File: config.mk
export PLATFORM = sky130hd
export DESIGN_NAME = dch_arbiter
export DESIGN_NICKNAME = d
export VERILOG_FILES = /design/src/shared/dch_arb_pkg.sv /design/src/core/rx_deser.sv /design/src/core/rx_fifo.sv /design/src/core/dch_arbiter.sv
export VERILOG_INCLUDE_DIRS = /design/src /design/src/shared
export SDC_FILE = /design/constraint.sdc
export NUM_CORES = 1
export LEC_CHECK = 0
export BUFFER_PORTS_ARGS = -buffer_cell sky130_fd_sc_hd__buf_2
export CAP_MARGIN = 25
export CORE_UTILIZATION = 55
export CTS_BUF_LIST = sky130_fd_sc_hd__clkbuf_8
export CTS_CLUSTER_DIAMETER = 120
export DETAILED_ROUTE_END_ITERATION = 7
export PLACE_DENSITY = 0.71
export SLEW_MARGIN = 0
export SYNTH_ARGS = -nofsm -noshare
export SYNTH_HDL_FRONTEND = slang
export SYNTH_SLANG_ARGS = --single-unit
File: constraint.sdc
create_clock -name CLK_SYS -period 5.1 [get_ports CLK_SYS]
set_input_delay 0.51 -clock CLK_SYS [delete_from_list [all_inputs] [get_ports CLK_SYS]]
set_output_delay 0.51 -clock CLK_SYS [all_outputs]
set_load 0.02 [all_outputs]
File: src/shared/dch_arb_consts.svh
// register map, field positions, command codes and reset values of the d-channel arbiter
`ifndef DCH_ARB_CONSTS_SVH
`define DCH_ARB_CONSTS_SVH

`define ADDR_CTRL        8'h00
`define ADDR_CHAN_EN     8'h04
`define ADDR_CMD         8'h08
`define ADDR_IRQ_STAT    8'h0C
`define ADDR_IRQ_CLR     8'h10
`define ADDR_IRQ_EN      8'h14
`define ADDR_ARB_STAT    8'h18
`define ADDR_RX_DATA     8'h1C

`define CTRL_SERVE_ALL   0
`define CTRL_MODE_LSB    1
`define CTRL_RESET       3'h0
`define CLK_MODE_ARB     2'h3

`define CMD_MSG_DONE     8'h80
`define CMD_RX_RESET_BIT 6

`define IRQ_MSG_END      0
`define IRQ_RX_OVF       1

`define FLAG_BYTE        8'h7E
`define STATUS_OK        8'hA0
`define STATUS_LOST      8'h20

`endif

File: src/shared/dch_arb_pkg.sv
// types shared by the d-channel arbiter files
package dch_arb_pkg;

    typedef enum logic [2:0] {
        STATE_B     = 3'b000,
        FULL_SEL    = 3'b001,
        STATE_A     = 3'b010,
        RECV_FRAME  = 3'b011,
        LIMITED_SEL = 3'b100
    } arb_state_type;

    typedef struct packed {
        logic       frame_start;
        logic       byte_valid;
        logic       closing;
        logic [7:0] data;
    } rx_event_type;

endpackage

File: src/core/rx_deser.sv
// serial highway receiver front end: link clock sampling, flag hunt, byte assembly
`timescale 1ns/1ns
`include "dch_arb_consts.svh"

module rx_deser
    import dch_arb_pkg::*;
(
    // system
    input  wire logic   clk,
    input  wire logic   nrst,
    input  wire logic   rx_clr,
    // link pins
    input  wire logic   link_clk,
    input  wire logic   rxd,
    // events
    output rx_event_type ev
);

    logic       lclk_s1_reg, lclk_s2_reg, lclk_s3_reg;
    logic       rxd_s1_reg, rxd_s2_reg;
    logic [7:0] shift_reg;
    logic [7:0] shift_next;
    logic [2:0] bit_cnt_reg;
    logic       in_frame_reg;
    logic       got_data_reg;
    logic       rise;

    always_ff @(posedge clk or negedge nrst) begin
        if (!nrst) begin
            lclk_s1_reg <= 1'b0;
            lclk_s2_reg <= 1'b0;
            lclk_s3_reg <= 1'b0;
            rxd_s1_reg  <= 1'b1;
            rxd_s2_reg  <= 1'b1;
        end else begin
            lclk_s1_reg <= link_clk;
            lclk_s2_reg <= lclk_s1_reg;
            lclk_s3_reg <= lclk_s2_reg;
            rxd_s1_reg  <= rxd;
            rxd_s2_reg  <= rxd_s1_reg;
        end
    end

    // data sampled on the rising link edge, lsb first
    assign rise       = lclk_s2_reg & ~lclk_s3_reg;
    assign shift_next = {rxd_s2_reg, shift_reg[7:1]};

    always_ff @(posedge clk or negedge nrst) begin
        if (!nrst) begin
            shift_reg    <= 8'h00;
            bit_cnt_reg  <= 3'h0;
            in_frame_reg <= 1'b0;
            got_data_reg <= 1'b0;
            ev           <= '0;
        end else if (rx_clr) begin
            shift_reg    <= 8'h00;
            bit_cnt_reg  <= 3'h0;
            in_frame_reg <= 1'b0;
            got_data_reg <= 1'b0;
            ev           <= '0;
        end else begin
            ev <= '0;
            if (rise) begin
                shift_reg <= shift_next;
                if (shift_next == `FLAG_BYTE) begin
                    bit_cnt_reg <= 3'h0;
                    if (!in_frame_reg) begin
                        in_frame_reg   <= 1'b1;
                        got_data_reg   <= 1'b0;
                        ev.frame_start <= 1'b1;
                    end else if (got_data_reg) begin
                        // idle flags between frames do not close an empty frame
                        in_frame_reg <= 1'b0;
                        ev.closing   <= 1'b1;
                    end
                end else if (in_frame_reg) begin
                    bit_cnt_reg <= bit_cnt_reg + 3'h1;
                    if (bit_cnt_reg == 3'h7) begin
                        ev.byte_valid <= 1'b1;
                        ev.data       <= shift_next;
                        got_data_reg  <= 1'b1;
                    end
                end
            end
        end
    end

endmodule

File: src/core/rx_fifo.sv
// receive byte fifo with flush and fill level
`timescale 1ns/1ns

module rx_fifo #(
    parameter int W     = 8,
    parameter int DEPTH = 64,
    parameter int AW    = $clog2(DEPTH)
) (
    // system
    input  wire logic          clk,
    input  wire logic          nrst,
    input  wire logic          flush,
    // write side
    input  wire logic          wr_en,
    input  wire logic [W-1:0]  wr_data,
    // read side
    input  wire logic          rd_en,
    output logic      [W-1:0]  rd_data,
    // state
    output logic               full,
    output logic               empty,
    output logic      [AW:0]   level
);

    logic [W-1:0]  mem [DEPTH];
    logic [AW-1:0] wptr_reg, rptr_reg;
    logic [AW:0]   cnt_reg;
    logic          do_wr, do_rd;

    assign full    = (cnt_reg == (AW+1)'(DEPTH));
    assign empty   = (cnt_reg == '0);
    assign level   = cnt_reg;
    assign rd_data = mem[rptr_reg];
    assign do_wr   = wr_en & ~full;
    assign do_rd   = rd_en & ~empty;

    always_ff @(posedge clk) begin
        if (do_wr) begin
            mem[wptr_reg] <= wr_data;
        end
    end

    always_ff @(posedge clk or negedge nrst) begin
        if (!nrst) begin
            wptr_reg <= '0;
            rptr_reg <= '0;
            cnt_reg  <= '0;
        end else if (flush) begin
            wptr_reg <= '0;
            rptr_reg <= '0;
            cnt_reg  <= '0;
        end else begin
            if (do_wr) begin
                wptr_reg <= (wptr_reg == AW'(DEPTH-1)) ? '0 : wptr_reg + 1'b1;
            end
            if (do_rd) begin
                rptr_reg <= (rptr_reg == AW'(DEPTH-1)) ? '0 : rptr_reg + 1'b1;
            end
            cnt_reg <= cnt_reg + (AW+1)'(do_wr) - (AW+1)'(do_rd);
        end
    end

endmodule

File: src/core/dch_arbiter.sv
// d-channel arbiter sharing one hdlc receiver, with apb registers and overflow handling
//
// Implementation choices: the register offsets and the APB register port.
`timescale 1ns/1ns
`include "dch_arb_consts.svh"

module dch_arbiter
    import dch_arb_pkg::*;
#(
    parameter int NCH   = 32,
    parameter int DEPTH = 64,
    parameter int IW    = $clog2(NCH),
    parameter int AW    = $clog2(DEPTH)
) (
    // system
    input  wire logic           CLK_SYS,
    input  wire logic           NRST,
    // apb slave
    input  wire logic           PSEL,
    input  wire logic           PENABLE,
    input  wire logic           PWRITE,
    input  wire logic [7:0]     PADDR,
    input  wire logic [31:0]    PWDATA,
    output logic      [31:0]    PRDATA,
    output logic                PREADY,
    output logic                PSLVERR,
    // serial highway
    input  wire logic           LINK_CLK,
    input  wire logic           RXD,
    input  wire logic [NCH-1:0] D_REQ,
    output logic      [NCH-1:0] BLOCKED,
    // interrupt
    output logic                IRQ
);

    arb_state_type  state_reg;
    rx_event_type   ev;
    logic [IW-1:0]  grant_reg;
    logic [2:0]     ctrl_reg;
    logic [NCH-1:0] chan_en_reg;
    logic [1:0]     irq_stat_reg, irq_en_reg, irq_set;
    logic [31:0]    prdata_reg;
    logic           ack_reg, stuck_reg;
    logic [NCH-1:0] req_s1_reg, req_s2_reg;
    logic [NCH-1:0] blocked_reg, blocked_next;
    logic [NCH-1:0] served, req;
    logic [IW:0]    pick;
    logic           access, wr_fire, rd_fire;
    logic           mode_wr, mode_leave, msg_done, rx_reset;
    logic           fifo_full, fifo_empty, fifo_wr, fifo_rd;
    logic [7:0]     fifo_wdata, fifo_rdata;
    logic [AW:0]    fifo_level;
    logic           frame_end_ind, lost_byte, lost_status, stuck_frame;

    function automatic logic is_mapped(input logic [7:0] a);
        return (a == `ADDR_CTRL) || (a == `ADDR_CHAN_EN) || (a == `ADDR_CMD) ||
               (a == `ADDR_IRQ_STAT) || (a == `ADDR_IRQ_CLR) || (a == `ADDR_IRQ_EN) ||
               (a == `ADDR_ARB_STAT) || (a == `ADDR_RX_DATA);
    endfunction

    // first requester at or after start, wrapping: the token search
    function automatic logic [IW:0] next_req(input logic [NCH-1:0] r, input logic [IW-1:0] start);
        logic [IW:0] res;
        int          k;
        res = '0;
        for (int i = NCH - 1; i >= 0; i--) begin
            k = (int'(start) + i) % NCH;
            if (r[k]) begin
                res = {1'b1, IW'(k)};
            end
        end
        return res;
    endfunction

    function automatic logic [NCH-1:0] gmask(input logic [IW-1:0] g);
        return NCH'(1) << g;
    endfunction

    // apb: one wait state; read data registered as pready rises, write data taken at the edge that samples pready high
    assign access   = PSEL & PENABLE;
    assign wr_fire  = access & ack_reg & PWRITE;
    assign rd_fire  = access & ack_reg & ~PWRITE;
    assign PREADY   = ack_reg;
    assign PSLVERR  = ack_reg & ~is_mapped(PADDR);
    assign PRDATA   = prdata_reg;

    assign mode_wr    = wr_fire && (PADDR == `ADDR_CTRL);
    assign mode_leave = mode_wr && (PWDATA[`CTRL_MODE_LSB +: 2] != `CLK_MODE_ARB);
    assign msg_done   = wr_fire && (PADDR == `ADDR_CMD) && (PWDATA[7:0] == `CMD_MSG_DONE);
    assign rx_reset   = wr_fire && (PADDR == `ADDR_CMD) && PWDATA[`CMD_RX_RESET_BIT];

    always_ff @(posedge CLK_SYS or negedge NRST) begin
        if (!NRST) begin
            ack_reg <= 1'b0;
        end else begin
            ack_reg <= access & ~ack_reg;
        end
    end

    always_ff @(posedge CLK_SYS or negedge NRST) begin
        if (!NRST) begin
            prdata_reg <= 32'h0000_0000;
        end else if (access && !ack_reg && !PWRITE) begin
            case (PADDR)
                `ADDR_CTRL:     prdata_reg <= {29'h0, ctrl_reg};
                `ADDR_CHAN_EN:  prdata_reg <= 32'(chan_en_reg);
                `ADDR_IRQ_STAT: prdata_reg <= {30'h0, irq_stat_reg};
                `ADDR_IRQ_EN:   prdata_reg <= {30'h0, irq_en_reg};
                `ADDR_ARB_STAT: prdata_reg <= {8'h00, 8'(fifo_level), 8'(grant_reg), 5'h00, state_reg};
                `ADDR_RX_DATA:  prdata_reg <= {24'h0, fifo_rdata};
                default:        prdata_reg <= 32'h0000_0000;
            endcase
        end
    end

    always_ff @(posedge CLK_SYS or negedge NRST) begin
        if (!NRST) begin
            ctrl_reg    <= `CTRL_RESET;
            chan_en_reg <= '0;
            irq_en_reg  <= 2'h0;
        end else if (wr_fire) begin
            if (PADDR == `ADDR_CTRL) begin
                ctrl_reg <= PWDATA[2:0];
            end
            if (PADDR == `ADDR_CHAN_EN) begin
                chan_en_reg <= PWDATA[NCH-1:0];
            end
            if (PADDR == `ADDR_IRQ_EN) begin
                irq_en_reg <= PWDATA[1:0];
            end
        end
    end

    // channel requests arrive from the highway, so they are synchronised first
    always_ff @(posedge CLK_SYS or negedge NRST) begin
        if (!NRST) begin
            req_s1_reg <= '0;
            req_s2_reg <= '0;
        end else begin
            req_s1_reg <= D_REQ;
            req_s2_reg <= req_s1_reg;
        end
    end

    assign served = ctrl_reg[`CTRL_SERVE_ALL] ? chan_en_reg : (chan_en_reg & NCH'(1));
    assign req    = req_s2_reg & served;
    assign pick   = next_req(req, IW'(grant_reg + 1'b1));

    rx_deser u_deser (
        .clk      (CLK_SYS),
        .nrst     (NRST),
        .rx_clr   (rx_reset),
        .link_clk (LINK_CLK),
        .rxd      (RXD),
        .ev       (ev)
    );

    // frame end exists only as the status byte write; a full fifo swallows it
    assign frame_end_ind = ev.closing & ~fifo_full;
    assign lost_byte     = ev.byte_valid & fifo_full;
    assign lost_status   = ev.closing & fifo_full;
    assign stuck_frame   = stuck_reg && (state_reg == RECV_FRAME) && ev.frame_start;
    assign fifo_wr       = ev.byte_valid | ev.closing;
    assign fifo_wdata    = ev.closing ? `STATUS_OK : ev.data;
    assign fifo_rd       = rd_fire && (PADDR == `ADDR_RX_DATA) && !fifo_empty;

    rx_fifo #(.W(8), .DEPTH(DEPTH)) u_fifo (
        .clk     (CLK_SYS),
        .nrst    (NRST),
        .flush   (rx_reset | msg_done),
        .wr_en   (fifo_wr),
        .wr_data (fifo_wdata),
        .rd_en   (fifo_rd),
        .rd_data (fifo_rdata),
        .full    (fifo_full),
        .empty   (fifo_empty),
        .level   (fifo_level)
    );

    always_ff @(posedge CLK_SYS or negedge NRST) begin
        if (!NRST) begin
            stuck_reg <= 1'b0;
        end else if (state_reg != RECV_FRAME) begin
            stuck_reg <= 1'b0;
        end else if (lost_status) begin
            stuck_reg <= 1'b1;
        end
    end

    // arbiter; a mode write away from arbitration overrides every state
    always_ff @(posedge CLK_SYS or negedge NRST) begin
        if (!NRST) begin
            state_reg <= STATE_B;
            grant_reg <= '0;
        end else if (mode_leave) begin
            state_reg <= STATE_B;
        end else begin
            case (state_reg)
                STATE_B: begin
                    if (ctrl_reg[`CTRL_MODE_LSB +: 2] == `CLK_MODE_ARB) begin
                        state_reg <= FULL_SEL;
                    end
                end
                FULL_SEL: begin
                    if (pick[IW]) begin
                        grant_reg <= pick[IW-1:0];
                        state_reg <= STATE_A;
                    end
                end
                STATE_A: begin
                    if (ev.frame_start) begin
                        state_reg <= RECV_FRAME;
                    end
                end
                RECV_FRAME: begin
                    // receiver reset alone never leaves this state
                    if (frame_end_ind || msg_done) begin
                        state_reg <= LIMITED_SEL;
                    end
                end
                LIMITED_SEL: begin
                    if (pick[IW]) begin
                        grant_reg <= pick[IW-1:0];
                        state_reg <= STATE_A;
                    end else begin
                        state_reg <= FULL_SEL;
                    end
                end
                default: state_reg <= STATE_B;
            endcase
        end
    end

    // blocked indication: the grantee alone may send once a choice is made
    always_comb begin
        case (state_reg)
            STATE_B:  blocked_next = '1;
            FULL_SEL: blocked_next = ~served;
            default:  blocked_next = ~gmask(grant_reg);
        endcase
    end

    always_ff @(posedge CLK_SYS or negedge NRST) begin
        if (!NRST) begin
            blocked_reg <= '1;
        end else begin
            blocked_reg <= blocked_next;
        end
    end

    assign BLOCKED = blocked_reg;

    // interrupts: set wins over a clear in the same cycle
    assign irq_set[`IRQ_MSG_END] = frame_end_ind;
    assign irq_set[`IRQ_RX_OVF]  = lost_byte | lost_status | stuck_frame;

    always_ff @(posedge CLK_SYS or negedge NRST) begin
        if (!NRST) begin
            irq_stat_reg <= 2'h0;
        end else if (wr_fire && (PADDR == `ADDR_IRQ_CLR)) begin
            irq_stat_reg <= (irq_stat_reg & ~PWDATA[1:0]) | irq_set;
        end else begin
            irq_stat_reg <= irq_stat_reg | irq_set;
        end
    end

    assign IRQ = |(irq_stat_reg & irq_en_reg);
endmodule

==> results_tabular.tex <==
\begin{tabular}{lr}
\hline
Metric & Value \\
\hline
\multicolumn{2}{l}{\textbf{STA}} \\
Crit share post-route & 0.971 \\
Fin crit period & 4950 ps \\
Transition time of the tightest slew-check pin & 958 ps \\
Relative slew slack & 0.343 \\
Total Negative Setup Slacks & 0 ps \\
Final count of negative-setup-slack endpoints & 0 \\
Worst Hold Margin & 34.0 ps \\
Hold Vio Cnt, Final & 0 \\
Unrepaired setup endpoints after global routing & no \\
Clock tree skew after final layout & 38.1 ps \\
Fmax & 202 MHz \\
Setup WS post-layout & 149 ps \\
Pins Over Slew Limit & 0 \\
\multicolumn{2}{l}{\textbf{Power and ir drop}} \\
Cell internal power dissipation & 12.0 mW \\
Peak ir drop on the vdd network & 0.000317 V \\
Net switching fraction of the power & 0.384 \\
Power spent charging and discharging nets & 7.49 mW \\
Combinational cell fraction of total power & 0.405 \\
Total chip power & 19.5 mW \\
Power density relative to cell area & 492 nW/um\^{}2 \\
Share of power burned in the clock network & 0.249 \\
Static leakage & 14.3 nW \\
Flop pwr share & 0.346 \\
\multicolumn{2}{l}{\textbf{Global routing}} \\
Largest net degree at the start of global routing & 112 \\
Overflow left after global routing & 0 \\
Antenna violations before repair & 3 \\
First-pass GRT wire length & 161 mm \\
Number of global-route vias before repair & 23,600 \\
Global router's overall resource usage & 0.352 \\
\multicolumn{2}{l}{\textbf{Setup path}} \\
Required time of the critical path & 5780 ps \\
Startpoint kind of the worst setup timing path & flip-flop \\
Worst-path cell chain & inv\_2, ha\_2, buf\_4, nor2b\_1, xnor2\_1, xnor2\_1, mux2\_2, mux2\_2, nor4b\_1, nand3\_1, nor2\_2, mux4\_2, nand2b\_1, a21oi\_2 \\
Crit path arrival time & 5630 ps \\
Cell depth of the worst flop-to-flop path & 14 \\
Setup slack, reg-to-reg & 150 ps \\
Crit path kind & reg -> reg \\
Delay of the slowest critical-path stage & 610 ps \\
Capturing element type of the critical path & flip-flop \\
Critical-path cell with the highest stage delay & sky130\_fd\_sc\_hd\_\_nor2b\_1 \\
Critical-path maximum fanout & 24 \\
Worst flop-to-flop path endpoint & state\_reg[0] \\
Origin of the critical flop-to-flop path & grant\_reg[0] \\
\multicolumn{2}{l}{\textbf{Drt}} \\
Average wire per standard cell & 29.5 um \\
Initial drt markers & 3,236 \\
Post-Route WL & 110 mm \\
Antenna violation net count after detailed routing & 0 \\
Via count & 24,200 \\
Detail-routed via count per cell & 6.47 \\
Length of the first detailed-routing pass in iterations & 7 \\
Number of remaining DRC errors & 0 \\
\multicolumn{2}{l}{\textbf{Yosys}} \\
Combined area of all synthesized cells & 34,200 sq um \\
Number of enable flip-flop cells after synthesis & 512 \\
Net count of the mapped netlist & 2,579 \\
Sequential area share after synthesis & 0.614 \\
Fraction of post-synthesis cell area in the top cell type by area & 0.449 \\
Mean area per synthesized cell & 13.8 sq um \\
Total number of yosys warnings & 0 \\
Async S/R FF share, synth & 0.304 \\
Distinct cell type count of the synthesized netlist & 88 \\
Yosys top cell by area & sky130\_fd\_sc\_hd\_\_edfxtp\_1 \\
Most used flip-flop cell after synthesis & sky130\_fd\_sc\_hd\_\_edfxtp\_1 \\
Largest cells by area after synthesis & sky130\_fd\_sc\_hd\_\_edfxtp\_1, sky130\_fd\_sc\_hd\_\_dfrtp\_1, sky130\_fd\_sc\_hd\_\_mux4\_2 \\
Number of cells produced by synthesis & 2,476 \\
Number of register bits inferred by synthesis & 736 \\
\multicolumn{2}{l}{\textbf{Placement}} \\
Post-place instance area & 36,600 sq um \\
HPWL reported at the end of detailed placement & 79.2 mm \\
Routability Congestion & 1.07 \\
Number of placed instances with taps included & 3,463 \\
Number of port buffers & 145 \\
Setup Slack @ Placement & 186 ps \\
\multicolumn{2}{l}{\textbf{Floorplan}} \\
I/O pin cnt & 146 \\
Total Die Area & 63,200 sq um \\
Num rows & 91 \\
Initial Utilization & 0.555 \\
Die extent in x & 251 um \\
Core region area & 61,600 sq um \\
Vert. Die Dim & 251 um \\
\multicolumn{2}{l}{\textbf{Finish}} \\
Count of nets after finishing & 2,910 \\
Most common cell after layout, fill and taps aside & sky130\_fd\_sc\_hd\_\_edfxtp\_1 \\
Reg with most FFs & u\_fifo.mem \\
Post-synthesis to final-layout area growth & 15.7\% \\
Util after Layout & 0.643 \\
Number of non-filler instances in the completed layout & 3,744 \\
Summed area of non-filler cells in the final layout & 39,600 sq um \\
Fillers & 4,529 \\
Flip-flop count of the largest register after layout & 512 \\
Layout cells sized above 1 & 0.251 \\
Most frequent cells in the layout & sky130\_fd\_sc\_hd\_\_edfxtp\_1, sky130\_fd\_sc\_hd\_\_nor2\_1, sky130\_fd\_sc\_hd\_\_dfrtp\_1, sky130\_fd\_sc\_hd\_\_nand2\_1 \\
\multicolumn{2}{l}{\textbf{Worst hold path}} \\
Min-Delay Startpoint & PWDATA[8] \\
Worst hold path class & in -> reg \\
Worst min-delay path endpoint & chan\_en\_reg[8] \\
Hold depth & 2 \\
\multicolumn{2}{l}{\textbf{Clocking}} \\
Number of buffers added by the clock tree synthesis step & 114 \\
Clock-pin slew on the worst setup and hold paths & 70 ps \\
Cell at the root of the clock tree & sky130\_fd\_sc\_hd\_\_clkbuf\_8 \\
TritonCTS clock tree & yes \\
Clk Latency, worst-skew pair & 760 ps \\
Num Clock Sinks & 736 \\
Maximum clock path buffer count & 3 \\
H-tree lvl count & 3 \\
\multicolumn{2}{l}{\textbf{Run status}} \\
Run status & finished clean \\
\multicolumn{2}{l}{\textbf{Job}} \\
Max-capacitance violation count & 0 \\
\hline
\end{tabular}
power groups by stage:
| stage | sequential (mW) | combinational [mW] | clock, mW |
|---|---|---|---|
| after floorplan | 6.80 | 4.48 | 0 |
| after global placement | 6.85 | 7.58 | 0 |
| after detailed placement | 6.86 | 7.53 | 0 |
| after CTS | 6.74 | 7.61 | 4.92 |
| after global routing | 6.75 | 8.28 | 5.16 |
| final | 6.74 | 7.89 | 4.85 |
worst max-delay path, delay by kind of cell (launching register included):
| kind | cells | cell delay, ps |
|---|---|---|
| flip-flops | 1 | 430 |
| multiplexers | 3 | 1090 |
| buffers and inverters | 2 | 430 |
| XOR/XNOR | 2 | 500 |
| adder cells (fa/ha/maj) | 1 | 380 |
| AO/OA/AOI/OAI | 1 | 110 |
| AND/OR/NAND/NOR | 5 | 1900 |
area by class of cell:
| cell class | instances | area, sq um | area share |
|---|---|---|---|
| tap | 837 | 1050 | 0.0265 |
| timing repair buffer | 358 | 2560 | 0.0647 |
| sequential | 736 | 21000 | 0.531 |
| clock inverter | 87 | 519 | 0.0131 |
| clock buffer | 127 | 1750 | 0.0442 |
| multi-input combinational | 1560 | 12500 | 0.317 |
| antenna | 2 | 5.00 | 0.000126 |
| inverter | 37 | 143 | 0.00360 |
cell families (layout without fill, tap and decap cells):
group / count (synthesis) / count (layout) / share of synthesized area
multiplexers: 320 / 320 / 0.150
AND/OR/NAND/NOR: 648 / 648 / 0.0884
flip-flops: 736 / 736 / 0.614
AO/OA/AOI/OAI: 513 / 513 / 0.102
XOR/XNOR: 55 / 55 / 0.0149
buffers and inverters: 180 / 609 / 0.0215
adder cells (fa/ha/maj): 24 / 24 / 0.00900
other: 0 / 2 / 0
cell usage after synthesis, drive strengths merged (11+ instances only):
cell type and number:
nand2 183, nand4 12, mux2 50, inv 37
o211ai 28, xor2 11, nand3 27, and2 37
nor2 239, nand2b 17, o221ai 26, a21oi 101
mux2i 121, nor3 34, edfxtp 512, o22ai 45
mux4 149, a31oi 12, xnor2 43, nor2b 24
a221oi 13, and3 13, a211oi 13, a22oi 41
dfrtp 190, clkbuf 93, ha 23, buf 50
dfstp 34, o21ai 114, a32oi 23
worst max-delay path by stage:
stage          slack [ps]  depth (start not counted)           end    startpoint
3_5_place_dp          190                         16  grant_reg[4]  grant_reg[0]
4_1_cts               100                         16  grant_reg[4]  grant_reg[0]
5_1_grt                60                         15  grant_reg[1]  grant_reg[0]
3_3_place_gp           40                         16  grant_reg[4]  grant_reg[0]
2_1_floorplan         530                         17  state_reg[0]  grant_reg[1]
6_report              150                         14  state_reg[0]  grant_reg[0]
metal layers:
metal	vias to the layer above	track usage	routed length [um]
li1	10300	-	-
met1	12200	0.479	42800
met2	1405	0.532	49900
met3	317	0.0722	10500
met4	4	0.201	7050
met5	-	0	26
repair_timing:
| item | in CTS | in global routing |
|---|---|---|
| setup endpoints to repair | 0 | 1 |
| setup buffers | 0 | 4 |
| gates resized for setup | 0 | 4 |
| hold endpoints to repair | 147 | 0 |
| hold buffers | 59 | 0 |
Power figures use the tool's default switching activity.
